### src/wavelet_framer_pkg.sv
// Shared constants, block order tables and state types for the field bitstream framer
package wavelet_framer_pkg;
  // ****************************************
  // Sizes
  // ****************************************
  localparam int WORD_W = 32;
  localparam int COEF_W = 16;
  localparam int BLOCKS = 42;
  localparam int POS_W = 6;
  localparam int BLOCK_AW = 12;
  localparam int CNT_W = BLOCK_AW + 1;
  localparam int MEM_AW = POS_W + BLOCK_AW;
  localparam int TIMECODE_WORDS = 3;
  localparam int FIFO_DEPTH = 16;
  localparam logic [POS_W-1:0] LAST_POS = 6'h29;
  // ****************************************
  // Timing
  // ****************************************
  localparam int CLK_NS = 10;
  localparam int MEM_ACCESS_NS = 60;
  localparam int MEM_ACCESS_CYCLES = (MEM_ACCESS_NS + CLK_NS - 1) / CLK_NS;
  localparam int REFRESH_NS = 15600;
  localparam int REFRESH_CYCLES = REFRESH_NS / CLK_NS;
  // ****************************************
  // Stream codes
  // ****************************************
  localparam logic [WORD_W-1:0] DELIM_MARK = 32'hffffffff;
  localparam logic [WORD_W-1:0] FIELD_ONE_CODE = 32'h40000000;
  localparam logic [WORD_W-1:0] FIELD_TWO_CODE = 32'h41000000;
  localparam logic [WORD_W-1:0] SEQ_END_CODE = 32'h4f000000;
  localparam logic [WORD_W-1:0] BLOCK_CODE_BASE = 32'h50000000;
  localparam logic [WORD_W-1:0] BLOCK_CODE_MASK = 32'hfffffff8;
  localparam logic [7:0] FIRST_BLOCK_TYPE_CODE = 8'h03;
  localparam logic [2:0] VARIANT_FIVE = 3'h5;
  // Bitstream position to block number, position 0 first
  localparam logic [0:BLOCKS-1][POS_W-1:0] BLOCK_ORDER = {
    6'h06, 6'h09, 6'h14, 6'h16, 6'h13, 6'h17, 6'h11, 6'h19, 6'h10, 6'h1a, 6'h0e, 6'h1c, 6'h0d, 6'h1d,
    6'h0b, 6'h1f, 6'h0a, 6'h20, 6'h08, 6'h22, 6'h07, 6'h23, 6'h05, 6'h25, 6'h04, 6'h26, 6'h02, 6'h28,
    6'h01, 6'h29, 6'h00, 6'h27, 6'h0c, 6'h24, 6'h0f, 6'h21, 6'h12, 6'h1e, 6'h15, 6'h1b, 6'h18, 6'h03};
  // Delimiter variant per position; position 0 has none
  localparam logic [0:BLOCKS-1][2:0] BLOCK_VARIANT = {
    3'h0, 3'h4, 3'h3, 3'h3, 3'h3, 3'h3, 3'h3, 3'h3, 3'h3, 3'h3, 3'h3, 3'h3, 3'h3, 3'h3,
    3'h1, 3'h1, 3'h3, 3'h1, 3'h3, 3'h1, 3'h3, 3'h1, 3'h3, 3'h1, 3'h3, 3'h1, 3'h3, 3'h1,
    3'h3, 3'h1, 3'h4, 3'h2, 3'h4, 3'h2, 3'h4, 3'h2, 3'h4, 3'h2, 3'h2, 3'h2, 3'h2, 3'h4};

  function automatic logic [POS_W-1:0] block_at(input logic [POS_W-1:0] pos);
    block_at = BLOCK_ORDER[pos];
  endfunction : block_at

  function automatic logic [WORD_W-1:0] block_code(input logic [2:0] v);
    block_code = BLOCK_CODE_BASE | {29'h0, v};
  endfunction : block_code

  typedef enum logic [3:0] {
    ST_IDLE = 4'b0000, ST_COLLECT = 4'b0001, ST_E_DHI = 4'b0010, ST_E_DLO = 4'b0011,
    ST_E_TC = 4'b0100, ST_E_TYPE = 4'b0101, ST_E_BW = 4'b0110, ST_E_RD = 4'b0111,
    ST_E_WAIT = 4'b1000, ST_E_PUSH = 4'b1001, ST_D_HUNT = 4'b1010, ST_D_CODE = 4'b1011,
    ST_D_TC = 4'b1100, ST_D_TYPE = 4'b1101, ST_D_BW = 4'b1110, ST_D_DATA = 4'b1111
  } dev_state_type;
endpackage : wavelet_framer_pkg

### src/stream_link_if.sv
// Word stream link between the codec end and the host end
`timescale 1ns/1ns
interface stream_link_if;
  logic encode;
  logic d2h_valid;
  logic [31:0] d2h_data;
  logic d2h_ready;
  logic h2d_valid;
  logic [31:0] h2d_data;
  logic h2d_ready;
  modport device (input encode, input d2h_ready, input h2d_valid, input h2d_data,
                  output d2h_valid, output d2h_data, output h2d_ready);
  modport host (output encode, output d2h_ready, output h2d_valid, output h2d_data,
                input d2h_valid, input d2h_data, input h2d_ready);
endinterface : stream_link_if

### src/framer_device.sv
// Codec end: reorder buffer control, statistics, stream builder and parser
`timescale 1ns/1ns
module word_fifo #(
  parameter int WIDTH = 32,
  parameter int DEPTH = 16
) (
  input wire logic clk_sys_i,
  input wire logic srst_i,
  input wire logic ce_i,
  // Fill side
  input wire logic in_valid_i,
  input wire logic [WIDTH-1:0] in_data_i,
  output logic in_ready_o,
  // Drain side
  output logic out_valid_o,
  output logic [WIDTH-1:0] out_data_o,
  input wire logic out_ready_i
);
  localparam int AW = $clog2(DEPTH);
  typedef struct packed {
    logic [DEPTH-1:0][WIDTH-1:0] mem;
    logic [AW-1:0] rd;
    logic [AW-1:0] wr;
    logic [AW:0] cnt;
  } fifo_state_type;
  fifo_state_type q, n;
  logic push, pop;

  always_comb begin
    n = q;
    push = in_valid_i && (q.cnt != DEPTH[AW:0]);
    pop = out_ready_i && (q.cnt != '0);
    if (push) begin
      n.mem[q.wr] = in_data_i;
      n.wr = q.wr + 1'b1;
    end
    if (pop) begin
      n.rd = q.rd + 1'b1;
    end
    n.cnt = q.cnt + {{AW{1'b0}}, push} - {{AW{1'b0}}, pop};
  end

  always_ff @(posedge clk_sys_i) begin
    if (srst_i) begin
      q <= '0;
    end else if (ce_i) begin
      q <= n;
    end
  end

  assign in_ready_o = (q.cnt != DEPTH[AW:0]);
  assign out_valid_o = (q.cnt != '0);
  assign out_data_o = q.mem[q.rd];
endmodule : word_fifo

// Overview of operation
// - Reorder coefficients into bitstream block order
// - Gather field statistics before emitting blocks
// - Device issues all memory and refresh cycles
// - One 256K x 16 60 ns memory attached
// - Stream out when encoding, in when decoding
// - Alternating fields, host ends with sequence end
// - Field start, timecode, first block, remaining blocks
// - First block: type code, width, data, block 6
// - Exactly 41 further blocks follow first block
// - Block: start variant, 16-bit width, data
// - Block 9 variant four, then variant-three run
// - Alternating run with variants one and three
// - Final twelve blocks, variants four and two
// - Each field coded as independent sequence
// - Bin widths supplied by outside party
// - Delimiters start on 32-bit word boundaries
// - Field start delimiter resets parsing alone
// - Timecode is 12 bytes carried per field
module framer_device import wavelet_framer_pkg::*; (
  // Clock, reset, enable
  input wire logic clk_sys_i,
  input wire logic srst_i,
  input wire logic ce_i,
  // Link
  stream_link_if.device lnk,
  // Coefficients from the transform
  input wire logic coef_valid_i,
  input wire logic [POS_W-1:0] coef_block_i,
  input wire logic [COEF_W-1:0] coef_data_i,
  input wire logic coef_field_end_i,
  input wire logic coef_field_two_i,
  input wire logic [TIMECODE_WORDS*WORD_W-1:0] timecode_i,
  input wire logic [BLOCKS-1:0][COEF_W-1:0] bin_width_i,
  output logic coef_ready_o,
  // Field statistics
  output logic stat_valid_o,
  output logic [COEF_W-1:0] stat_min_o,
  output logic [COEF_W-1:0] stat_max_o,
  output logic [31:0] stat_sum_o,
  output logic [47:0] stat_sumsq_o,
  // Reorder memory
  output logic [MEM_AW-1:0] mem_addr_o,
  output logic [COEF_W-1:0] mem_wdata_o,
  output logic mem_we_o,
  output logic mem_re_o,
  output logic mem_refresh_o,
  input wire logic [COEF_W-1:0] mem_rdata_i,
  // Decoded stream
  output logic dec_valid_o,
  output logic [POS_W-1:0] dec_block_o,
  output logic [COEF_W-1:0] dec_bin_width_o,
  output logic [COEF_W-1:0] dec_data_o,
  output logic [TIMECODE_WORDS*WORD_W-1:0] dec_timecode_o,
  output logic field_two_o,
  output logic seq_done_o,
  output logic fmt_err_o
);
  typedef struct packed {
    dev_state_type st;
    logic [POS_W-1:0] pos;
    logic [BLOCK_AW-1:0] idx;
    logic [2:0] wt;
    logic [10:0] rf;
    logic [BLOCKS-1:0][CNT_W-1:0] cnt;
    logic fld2;
    logic [COEF_W-1:0] rd;
    logic [COEF_W-1:0] mn;
    logic [COEF_W-1:0] mx;
    logic [31:0] sum;
    logic [47:0] sq;
    logic coef_rdy;
    logic h2d_rdy;
    logic [MEM_AW-1:0] addr;
    logic [COEF_W-1:0] wd;
    logic we;
    logic re;
    logic refr;
    logic sv;
    logic [COEF_W-1:0] smn;
    logic [COEF_W-1:0] smx;
    logic [31:0] ssum;
    logic [47:0] ssq;
    logic dv;
    logic [POS_W-1:0] dblk;
    logic [COEF_W-1:0] dbw;
    logic [COEF_W-1:0] dd;
    logic [TIMECODE_WORDS-1:0][WORD_W-1:0] dtc;
    logic dfld2;
    logic done;
    logic err;
  } dev_state_reg_type;
  dev_state_reg_type q, n;

  logic push_valid, push_ready, accept, take, mem_busy;
  logic [WORD_W-1:0] push_data, w;
  logic [POS_W-1:0] blk;
  logic [31:0] sqr;

  word_fifo #(.WIDTH(WORD_W), .DEPTH(FIFO_DEPTH)) u_out_fifo (
    .clk_sys_i(clk_sys_i),
    .srst_i(srst_i),
    .ce_i(ce_i),
    .in_valid_i(push_valid),
    .in_data_i(push_data),
    .in_ready_o(push_ready),
    .out_valid_o(lnk.d2h_valid),
    .out_data_o(lnk.d2h_data),
    .out_ready_i(lnk.d2h_ready)
  );

  always_comb begin
    n = q;
    n.we = 1'b0;
    n.re = 1'b0;
    n.refr = 1'b0;
    n.sv = 1'b0;
    n.dv = 1'b0;
    n.done = 1'b0;
    n.err = 1'b0;
    push_valid = 1'b0;
    push_data = '0;
    w = lnk.h2d_data;
    take = lnk.h2d_valid && q.h2d_rdy;
    accept = coef_valid_i && q.coef_rdy;
    blk = block_at(q.pos);
    sqr = 32'(coef_data_i * coef_data_i);
    // ****************************************
    // Memory refresh, slotted between accesses
    // ****************************************
    mem_busy = accept || (q.st == ST_E_WAIT);
    if (q.rf == '0 && !mem_busy) begin
      n.refr = 1'b1;
      n.rf = 11'(REFRESH_CYCLES - 1);
    end else if (q.rf != '0) begin
      n.rf = q.rf - 1'b1;
    end
    case (q.st)
      ST_IDLE: begin
        n.pos = '0;
        n.idx = '0;
        n.st = lnk.encode ? ST_COLLECT : ST_D_HUNT;
        n.mn = '1;
        n.mx = '0;
        n.sum = '0;
        n.sq = '0;
      end
      // ****************************************
      // Encode: buffer one field and gather statistics
      // ****************************************
      ST_COLLECT: begin
        if (!lnk.encode) n.st = ST_IDLE;
        if (accept) begin
          n.addr = {coef_block_i, q.cnt[coef_block_i][BLOCK_AW-1:0]};
          n.wd = coef_data_i;
          n.we = 1'b1;
          n.cnt[coef_block_i] = q.cnt[coef_block_i] + 1'b1;
          if (coef_data_i < q.mn) n.mn = coef_data_i;
          if (coef_data_i > q.mx) n.mx = coef_data_i;
          n.sum = q.sum + {16'h0, coef_data_i};
          n.sq = q.sq + {16'h0, sqr};
        end
        if (coef_field_end_i && q.coef_rdy) begin
          n.sv = 1'b1;
          n.smn = n.mn;
          n.smx = n.mx;
          n.ssum = n.sum;
          n.ssq = n.sq;
          n.fld2 = coef_field_two_i;
          n.st = ST_E_DHI;
        end
      end
      ST_E_DHI: begin
        push_valid = 1'b1;
        push_data = DELIM_MARK;
        if (push_ready) n.st = ST_E_DLO;
      end
      ST_E_DLO: begin
        push_valid = 1'b1;
        if (q.pos == '0) begin
          push_data = q.fld2 ? FIELD_TWO_CODE : FIELD_ONE_CODE;
        end else if (q.cnt[blk] == '0) begin
          push_data = block_code(VARIANT_FIVE);
        end else begin
          push_data = block_code(BLOCK_VARIANT[q.pos]);
        end
        if (push_ready) n.st = (q.pos == '0) ? ST_E_TC : ST_E_BW;
      end
      ST_E_TC: begin
        push_valid = 1'b1;
        push_data = timecode_i[q.idx[1:0]*WORD_W +: WORD_W];
        if (push_ready) begin
          n.idx = q.idx + 1'b1;
          if (q.idx == BLOCK_AW'(TIMECODE_WORDS - 1)) begin
            n.idx = '0;
            n.st = ST_E_TYPE;
          end
        end
      end
      ST_E_TYPE: begin
        push_valid = 1'b1;
        push_data = {24'h0, FIRST_BLOCK_TYPE_CODE};
        if (push_ready) n.st = ST_E_BW;
      end
      ST_E_BW: begin
        push_valid = 1'b1;
        push_data = {16'h0, bin_width_i[blk]};
        n.idx = '0;
        if (push_ready) n.st = (q.cnt[blk] == '0) ? ST_E_PUSH : ST_E_RD;
      end
      ST_E_RD: begin
        if (q.rf != '0) begin
          n.addr = {blk, q.idx};
          n.re = 1'b1;
          n.wt = 3'(MEM_ACCESS_CYCLES - 1);
          n.st = ST_E_WAIT;
        end
      end
      ST_E_WAIT: begin
        if (q.wt == '0) begin
          n.rd = mem_rdata_i;
          n.st = ST_E_PUSH;
        end else begin
          n.wt = q.wt - 1'b1;
        end
      end
      ST_E_PUSH: begin
        push_valid = (q.cnt[blk] != '0);
        push_data = {16'h0, q.rd};
        if (push_ready || !push_valid) begin
          n.idx = q.idx + 1'b1;
          if (push_valid && {1'b0, q.idx} + 1'b1 != q.cnt[blk]) begin
            n.st = ST_E_RD;
          end else if (q.pos == LAST_POS) begin
            n.cnt = '0;
            n.st = ST_IDLE;
          end else begin
            n.pos = q.pos + 1'b1;
            n.st = ST_E_DHI;
          end
        end
      end
      // ****************************************
      // Decode: parse the incoming stream
      // ****************************************
      ST_D_HUNT: begin
        if (lnk.encode) n.st = ST_IDLE;
        else if (take && w == DELIM_MARK) n.st = ST_D_CODE;
      end
      ST_D_CODE: begin
        if (take) begin
          n.idx = '0;
          if (w == FIELD_ONE_CODE || w == FIELD_TWO_CODE) begin
            n.pos = '0;
            n.dfld2 = (w == FIELD_TWO_CODE);
            n.st = ST_D_TC;
          end else if (w == SEQ_END_CODE) begin
            n.done = 1'b1;
            n.st = ST_IDLE;
          end else if ((w & BLOCK_CODE_MASK) == BLOCK_CODE_BASE && q.pos != LAST_POS) begin
            n.pos = q.pos + 1'b1;
            n.err = (w[2:0] != VARIANT_FIVE) && (w[2:0] != BLOCK_VARIANT[n.pos]);
            n.st = ST_D_BW;
          end else begin
            n.err = 1'b1;
            n.st = ST_D_HUNT;
          end
        end
      end
      ST_D_TC: begin
        if (take) begin
          n.dtc[q.idx[1:0]] = w;
          n.idx = q.idx + 1'b1;
          if (q.idx == BLOCK_AW'(TIMECODE_WORDS - 1)) n.st = ST_D_TYPE;
        end
      end
      ST_D_TYPE: begin
        if (take) begin
          n.err = (w[7:0] != FIRST_BLOCK_TYPE_CODE);
          n.st = ST_D_BW;
        end
      end
      ST_D_BW: begin
        if (take) begin
          n.dblk = blk;
          n.dbw = w[COEF_W-1:0];
          n.st = ST_D_DATA;
          if (w == DELIM_MARK) n.st = ST_D_CODE;
        end
      end
      ST_D_DATA: begin
        if (take) begin
          if (w == DELIM_MARK) begin
            n.st = ST_D_CODE;
          end else begin
            n.dv = 1'b1;
            n.dd = w[COEF_W-1:0];
          end
        end
      end
      default: begin
        n.st = ST_IDLE;
      end
    endcase
    // Ready is registered, so it looks one state ahead
    n.coef_rdy = (n.st == ST_COLLECT) && !(n.rf == '0) && !(coef_field_end_i && q.coef_rdy);
    n.h2d_rdy = n.st[3] && (n.st != ST_E_WAIT) && (n.st != ST_E_PUSH) && (q.st != ST_IDLE);
  end

  always_ff @(posedge clk_sys_i) begin
    if (srst_i) begin
      q <= '0;
    end else if (ce_i) begin
      q <= n;
    end
  end

  assign lnk.h2d_ready = q.h2d_rdy;
  assign coef_ready_o = q.coef_rdy;
  assign stat_valid_o = q.sv;
  assign stat_min_o = q.smn;
  assign stat_max_o = q.smx;
  assign stat_sum_o = q.ssum;
  assign stat_sumsq_o = q.ssq;
  assign mem_addr_o = q.addr;
  assign mem_wdata_o = q.wd;
  assign mem_we_o = q.we;
  assign mem_re_o = q.re;
  assign mem_refresh_o = q.refr;
  assign dec_valid_o = q.dv;
  assign dec_block_o = q.dblk;
  assign dec_bin_width_o = q.dbw;
  assign dec_data_o = q.dd;
  assign dec_timecode_o = q.dtc;
  assign field_two_o = q.dfld2;
  assign seq_done_o = q.done;
  assign fmt_err_o = q.err;
endmodule : framer_device

### src/flat_wrapper.sv
// flat-port wrapper written by rule: the top's interface ports become plain ports
module framer_device_flat import wavelet_framer_pkg::*;
  (clk_sys_i, srst_i, ce_i, coef_valid_i, coef_block_i, coef_data_i, coef_field_end_i, coef_field_two_i, timecode_i, bin_width_i, coef_ready_o, stat_valid_o, stat_min_o, stat_max_o, stat_sum_o, stat_sumsq_o, mem_addr_o, mem_wdata_o, mem_we_o, mem_re_o, mem_refresh_o, mem_rdata_i, dec_valid_o, dec_block_o, dec_bin_width_o, dec_data_o, dec_timecode_o, field_two_o, seq_done_o, fmt_err_o, lnk_encode, lnk_d2h_ready, lnk_h2d_valid, lnk_h2d_data, lnk_d2h_valid, lnk_d2h_data, lnk_h2d_ready);
  stream_link_if lnk_i ();
  input wire logic clk_sys_i;
  input wire logic srst_i;
  input wire logic ce_i;
  input wire logic coef_valid_i;
  input wire logic [POS_W-1:0] coef_block_i;
  input wire logic [COEF_W-1:0] coef_data_i;
  input wire logic coef_field_end_i;
  input wire logic coef_field_two_i;
  input wire logic [TIMECODE_WORDS*WORD_W-1:0] timecode_i;
  input wire logic [BLOCKS-1:0][COEF_W-1:0] bin_width_i;
  output logic coef_ready_o;
  output logic stat_valid_o;
  output logic [COEF_W-1:0] stat_min_o;
  output logic [COEF_W-1:0] stat_max_o;
  output logic [31:0] stat_sum_o;
  output logic [47:0] stat_sumsq_o;
  output logic [MEM_AW-1:0] mem_addr_o;
  output logic [COEF_W-1:0] mem_wdata_o;
  output logic mem_we_o;
  output logic mem_re_o;
  output logic mem_refresh_o;
  input wire logic [COEF_W-1:0] mem_rdata_i;
  output logic dec_valid_o;
  output logic [POS_W-1:0] dec_block_o;
  output logic [COEF_W-1:0] dec_bin_width_o;
  output logic [COEF_W-1:0] dec_data_o;
  output logic [TIMECODE_WORDS*WORD_W-1:0] dec_timecode_o;
  output logic field_two_o;
  output logic seq_done_o;
  output logic fmt_err_o;
  input wire logic [$bits(lnk_i.encode)-1:0] lnk_encode;
  input wire logic [$bits(lnk_i.d2h_ready)-1:0] lnk_d2h_ready;
  input wire logic [$bits(lnk_i.h2d_valid)-1:0] lnk_h2d_valid;
  input wire logic [$bits(lnk_i.h2d_data)-1:0] lnk_h2d_data;
  output wire logic [$bits(lnk_i.d2h_valid)-1:0] lnk_d2h_valid;
  output wire logic [$bits(lnk_i.d2h_data)-1:0] lnk_d2h_data;
  output wire logic [$bits(lnk_i.h2d_ready)-1:0] lnk_h2d_ready;
  assign lnk_i.encode = lnk_encode;
  assign lnk_i.d2h_ready = lnk_d2h_ready;
  assign lnk_i.h2d_valid = lnk_h2d_valid;
  assign lnk_i.h2d_data = lnk_h2d_data;
  assign lnk_d2h_valid = lnk_i.d2h_valid;
  assign lnk_d2h_data = lnk_i.d2h_data;
  assign lnk_h2d_ready = lnk_i.h2d_ready;
  framer_device u_core (.clk_sys_i(clk_sys_i), .srst_i(srst_i), .ce_i(ce_i), .lnk(lnk_i), .coef_valid_i(coef_valid_i), .coef_block_i(coef_block_i), .coef_data_i(coef_data_i), .coef_field_end_i(coef_field_end_i), .coef_field_two_i(coef_field_two_i), .timecode_i(timecode_i), .bin_width_i(bin_width_i), .coef_ready_o(coef_ready_o), .stat_valid_o(stat_valid_o), .stat_min_o(stat_min_o), .stat_max_o(stat_max_o), .stat_sum_o(stat_sum_o), .stat_sumsq_o(stat_sumsq_o), .mem_addr_o(mem_addr_o), .mem_wdata_o(mem_wdata_o), .mem_we_o(mem_we_o), .mem_re_o(mem_re_o), .mem_refresh_o(mem_refresh_o), .mem_rdata_i(mem_rdata_i), .dec_valid_o(dec_valid_o), .dec_block_o(dec_block_o), .dec_bin_width_o(dec_bin_width_o), .dec_data_o(dec_data_o), .dec_timecode_o(dec_timecode_o), .field_two_o(field_two_o), .seq_done_o(seq_done_o), .fmt_err_o(fmt_err_o));
endmodule
### config.mk
export PLATFORM = sky130hd
export DESIGN_NAME = framer_device_flat
export DESIGN_NICKNAME = d
export VERILOG_FILES = /design/src/wavelet_framer_pkg.sv /design/src/stream_link_if.sv /design/src/framer_device.sv /design/src/flat_wrapper.sv
export SDC_FILE = /design/constraint.sdc
export NUM_CORES = 2
export LEC_CHECK = 0
export ABC_AREA = 1
export BUFFER_PORTS_ARGS = -buffer_cell sky130_fd_sc_hd__buf_2
export CORE_AREA = 2 2 461 463
export CTS_BUF_LIST = sky130_fd_sc_hd__clkbuf_4 sky130_fd_sc_hd__clkbuf_8
export DETAILED_ROUTE_END_ITERATION = 12
export DIE_AREA = 0 0 463 465
export HOLD_SLACK_MARGIN = 0.02
export PLACE_DENSITY = 0.68
export RECOVER_POWER = 100
export SKIP_LAST_GASP = 1
export SLEW_MARGIN = 20
export SYNTH_ARGS = -nofsm -noshare
export SYNTH_HDL_FRONTEND = slang
export SYNTH_HIERARCHICAL = 1
export SYNTH_SLANG_ARGS = --single-unit
### constraint.sdc
create_clock -name clk_sys_i -period 7.9 [get_ports clk_sys_i]
set_input_delay 1.58 -clock clk_sys_i [delete_from_list [all_inputs] [get_ports clk_sys_i]]
set_output_delay 1.58 -clock clk_sys_i [all_outputs]
set_load 0.05 [all_outputs]
==> run_results.csv <==
group,metric,value,unit
cts,htree_levels,5,
hold_path,min_path_type,"register to register",
finish,ff_latch_area,30600,um2
floorplanning,core-area,211000,um2
cts,clk_latency,1080,ps
cts,numCtsBuffers,287,
synthesis,yosysSeqAreaShare,0.316,
finish,fin_nets,16700,
sta,relSlewSlack,-2.54,
synthesis,yosys_warnings,6,
power_and_ir_drop,p_per_area,233,nW/um2
sta,fin_ws,255,ps
synthesis,synth_top_family_by_area,"simple AND/OR/NAND/NOR gates",
critical_path,worstSetupPathType,"register to output port",
synthesis,synthesis.nets,16200,
finish,drive_above_1_share,0.124,
critical_path,cp_data_required_time,6320,ps
sta,max_freq,131,MHz
drt,firstDrtPassIters,7,
floorplanning,die_height,465,um
finish,final_common_cell,"nand2_1",
sta,holdWs,444,ps
global_route,grt_max_degree,212,
drt,drtIter0Drc,13000,
critical_path,cp-endpoint,"lnk_d2h_data[15]",
floorplanning,die_area,215000,um2
sta,rsz0062_at_grt,"no",
sta,period_share,0.968,
cts,clock_path_buffers,4,
critical_path,crit_path_start,"u_core/u_out_fifo/q[11]",
synthesis,synth_xor_xnor_area_share,0.00961,
floorplanning,die_width,463,um
power_and_ir_drop,vdd.ir_drop.worst,0.512,mV
drt,dr_wl_met2,175000,um
synthesis,syn_inst,15000,
synthesis,synth_simple_gate_area_frac,0.299,
finish,stdcell_count,18500,
floorplanning,initial_core_util,0.458,
critical_path,crit_fanout,43,
drt,num_vias,102000,
synthesis,synth.distinct_cells,68,
cts,clk_pin_slew,60,ps
finish,synthToLayoutAreaGrowth,12.0,%
synthesis,synth_compound_area_frac,0.167,
synthesis,yosys.area_share.adder,0.0641,
synthesis,synth_top_area_frac,0.316,
cts,cts_setup_buffers,0,
critical_path,r2r_end,"u_core/u_out_fifo/q[337]",
sta,slew_viol_final,599,
drt,drc,0,
sta,setup_viol,0,
synthesis,syn_area,96600,um2
outcome,outcome,"finished, violations left",
synthesis,muxShareOfSynthArea,0.00912,
critical_path,worst_path_largest_cell_delay,2440,ps
sta,finalClockSkew,92.1,ps
power_and_ir_drop,power.leakage,0.0499,uW
sta,timing_hold_violations_final,0,
floorplanning,ioPinCount,1170,
global_route,grt_pass1_vias,91700,
critical_path,cpLargestDelayFamily,"buffers and inverters",
cts,cts_sinks,1526,
critical_path,path_depth,6,
drt,viasPerCell,5.52,
placement,placed_cell_area,103000,um2
critical_path,arrival,6070,ps
global_route,grt_overflow_total,0,
cts,cts_tree,"yes",
drt,dr_wl_met3,53700,um
sta,finalCriticalPeriod,7650,ps
drt,routed_wirelength,420000,um
finish,design_area,108000,um2
drt,ant_nets,0,
cts,root_buffer,"clkbuf_8",
critical_path,critPathCaptureType,"output port",
outcome,failed_checks,"capacitance limit, slew limit",
synthesis,ys.flop_type,"dfxtp_1",
critical_path,path_cells,"inv_1 > clkbuf_1 > nand3_1 > nand3_1 > nand2_1 > clkbuf_1",
synthesis,synth-seq-cells,1526,
global_route,grt_pass1_wl,606000,um
placement,gp_congestion,1.05,
synthesis,synth_area_leaders,"dfxtp_1 32%, nand2_1 18%, nor2_1 6.1%",
synthesis,ys_async_sr_fraction,0,
synthesis,synth_edf_count,0,
critical_path,cp.buffers_inverters,3,
drt,wl_met1,163000,um
critical_path,rrSetupSlack,350,ps
floorplanning,rows,169,
critical_path,startpoint_type,"register",
synthesis,synth_top_area_cell,"dfxtp_1",
flow_run,maxCapViolations,5,
placement,hpwl,289000,um
placement,place_worst_setup_slack,-218,ps
critical_path,slowest_stage,"clkbuf_1",
drt,maxUsedRoutingLayer,"met5",
finish,multi_input_area,53300,um2
critical_path,ff2ff_path_depth,26,
synthesis,synth_area_per_cell,6.44,um2
placement,dp_cells,18000,
drt,wl_per_cell,22.6,um
global_route,antenna_found_initial,72,
finish,final_cell_mix,"4600 x nand2_1, 1563 x nor2_1, 1558 x inv_1",
sta,finalSetupTns,0,ps
finish,n_fill_cell,21700,
hold_path,hold_start,"u_core/dec_timecode_o[3]",
sta,worst_pin_slew,5310,ps
global_route,grt_usage,0.371,
cts,cts_resized,0,
critical_path,r2r_start,"u_core/q[991]",
cts,cts.hold.buffers_added,0,
placement,port-buffer-count,1169,
[report_power, final]
part | switching (uW) | internal (uW) | leakage, uW
clock network | 3520 | 4510 | 0.00309
registers | 55.7 | 7760 | 0.0123
logic | 5780 | 3530 | 0.0345
total | 9350 | 15800 | 0.0499
[state kept, by name, indices dropped and copies added, names as in the netlist]
| register | cells |
|---|---|
| u_core/q | 711 |
| u_core/u_out_fifo/q | 525 |
| u_core/dec_timecode_o | 96 |
| u_core/stat_sumsq_o | 48 |
| u_core/stat_sum_o | 32 |
| u_core/mem_addr_o | 18 |
| u_core/dec_bin_width_o | 16 |
| u_core/dec_data_o | 16 |
| u_core/mem_wdata_o | 16 |
| u_core/stat_max_o | 16 |
| u_core/stat_min_o | 16 |
| u_core/dec_block_o | 6 |
| u_core/coef_ready_o | 1 |
| u_core/dec_valid_o | 1 |
| u_core/field_two_o | 1 |
| u_core/fmt_err_o | 1 |
| u_core/lnk.h2d_ready | 1 |
| u_core/mem_re_o | 1 |
| u_core/mem_refresh_o | 1 |
| u_core/mem_we_o | 1 |
| u_core/seq_done_o | 1 |
| u_core/stat_valid_o | 1 |
[cells in the mapped netlist (7+ instances only)]
master	count
o41ai_1	13
a211oi_1	11
inv_2	17
nor2_1	1571
nand3_1	590
dfxtp_1	1526
a311oi_1	8
nor3_1	57
clkbuf_1	604
a22oi_1	46
a32oi_1	21
a21oi_1	1120
a221oi_1	36
o21ai_1	63
nor3_4	40
xnor2_1	33
nand4_1	98
buf_4	307
a31oi_1	23
o211ai_1	355
a22o_1	7
buf_1	149
or2_2	94
nor4_1	20
fa_1	193
buf_6	38
o2111ai_1	38
inv_1	1562
buf_2	282
o22ai_1	116
mux2i_1	88
o221ai_1	55
xor2_1	73
nand4_4	12
o21ai_0	838
o31ai_1	10
clkinv_1	9
nand2_1	4606
ha_1	186
[routing by layer]
layer,global-route usage,vias up
li1,-,48500
met1,0.467,46800
met2,0.545,5630
met3,0.136,1172
met4,0.214,44
met5,0,-
[kinds of logic after synthesis]
| family | after synthesis |
|---|---|
| buffers and inverters | 2970 |
| flip-flops | 1526 |
| XOR/XNOR | 106 |
| multiplexers | 88 |
| adder cells (fa/ha/maj) | 379 |
| AO/OA/AOI/OAI | 2810 |
| AND/OR/NAND/NOR | 7120 |
[area by class of cell]
type | count | area share
multi-input cells | 10500 | 0.493
repair buffers | 1567 | 0.0813
clock buffers | 447 | 0.0515
clock inverters | 27 | 0.00190
diodes | 59 | 0.00137
inverters | 1588 | 0.0554
well taps | 2821 | 0.0326
flip-flops and latches | 1526 | 0.283
[worst min-delay path, stage by stage (launching register included)]
cell     delay [ps]
dfxtp_1         310
inv_1            40
a21oi_1          50
[metrics by stage]
| stage | power, uW | utilization |
|---|---|---|
| after floorplan | 13500 | - |
| after global placement | 17300 | 0.488 |
| after detailed placement | 17200 | 0.488 |
| after CTS | 25200 | 0.516 |
| after global routing | 26500 | 0.512 |
| final | 25200 | 0.513 |
[worst min path at each step]
stage	depth (start not counted)	end	slack (ps)
6_report	2	u_core/dec_timecode_o[3]	440
5_1_grt	2	u_core/dec_timecode_o[15]	460
4_1_cts	2	u_core/dec_timecode_o[80]	440
2_1_floorplan	2	u_core/dec_timecode_o[0]	420
3_5_place_dp	2	u_core/dec_timecode_o[33]	430
3_3_place_gp	2	u_core/dec_timecode_o[79]	430
No activity file was read; power rests on OpenSTA's default activity.
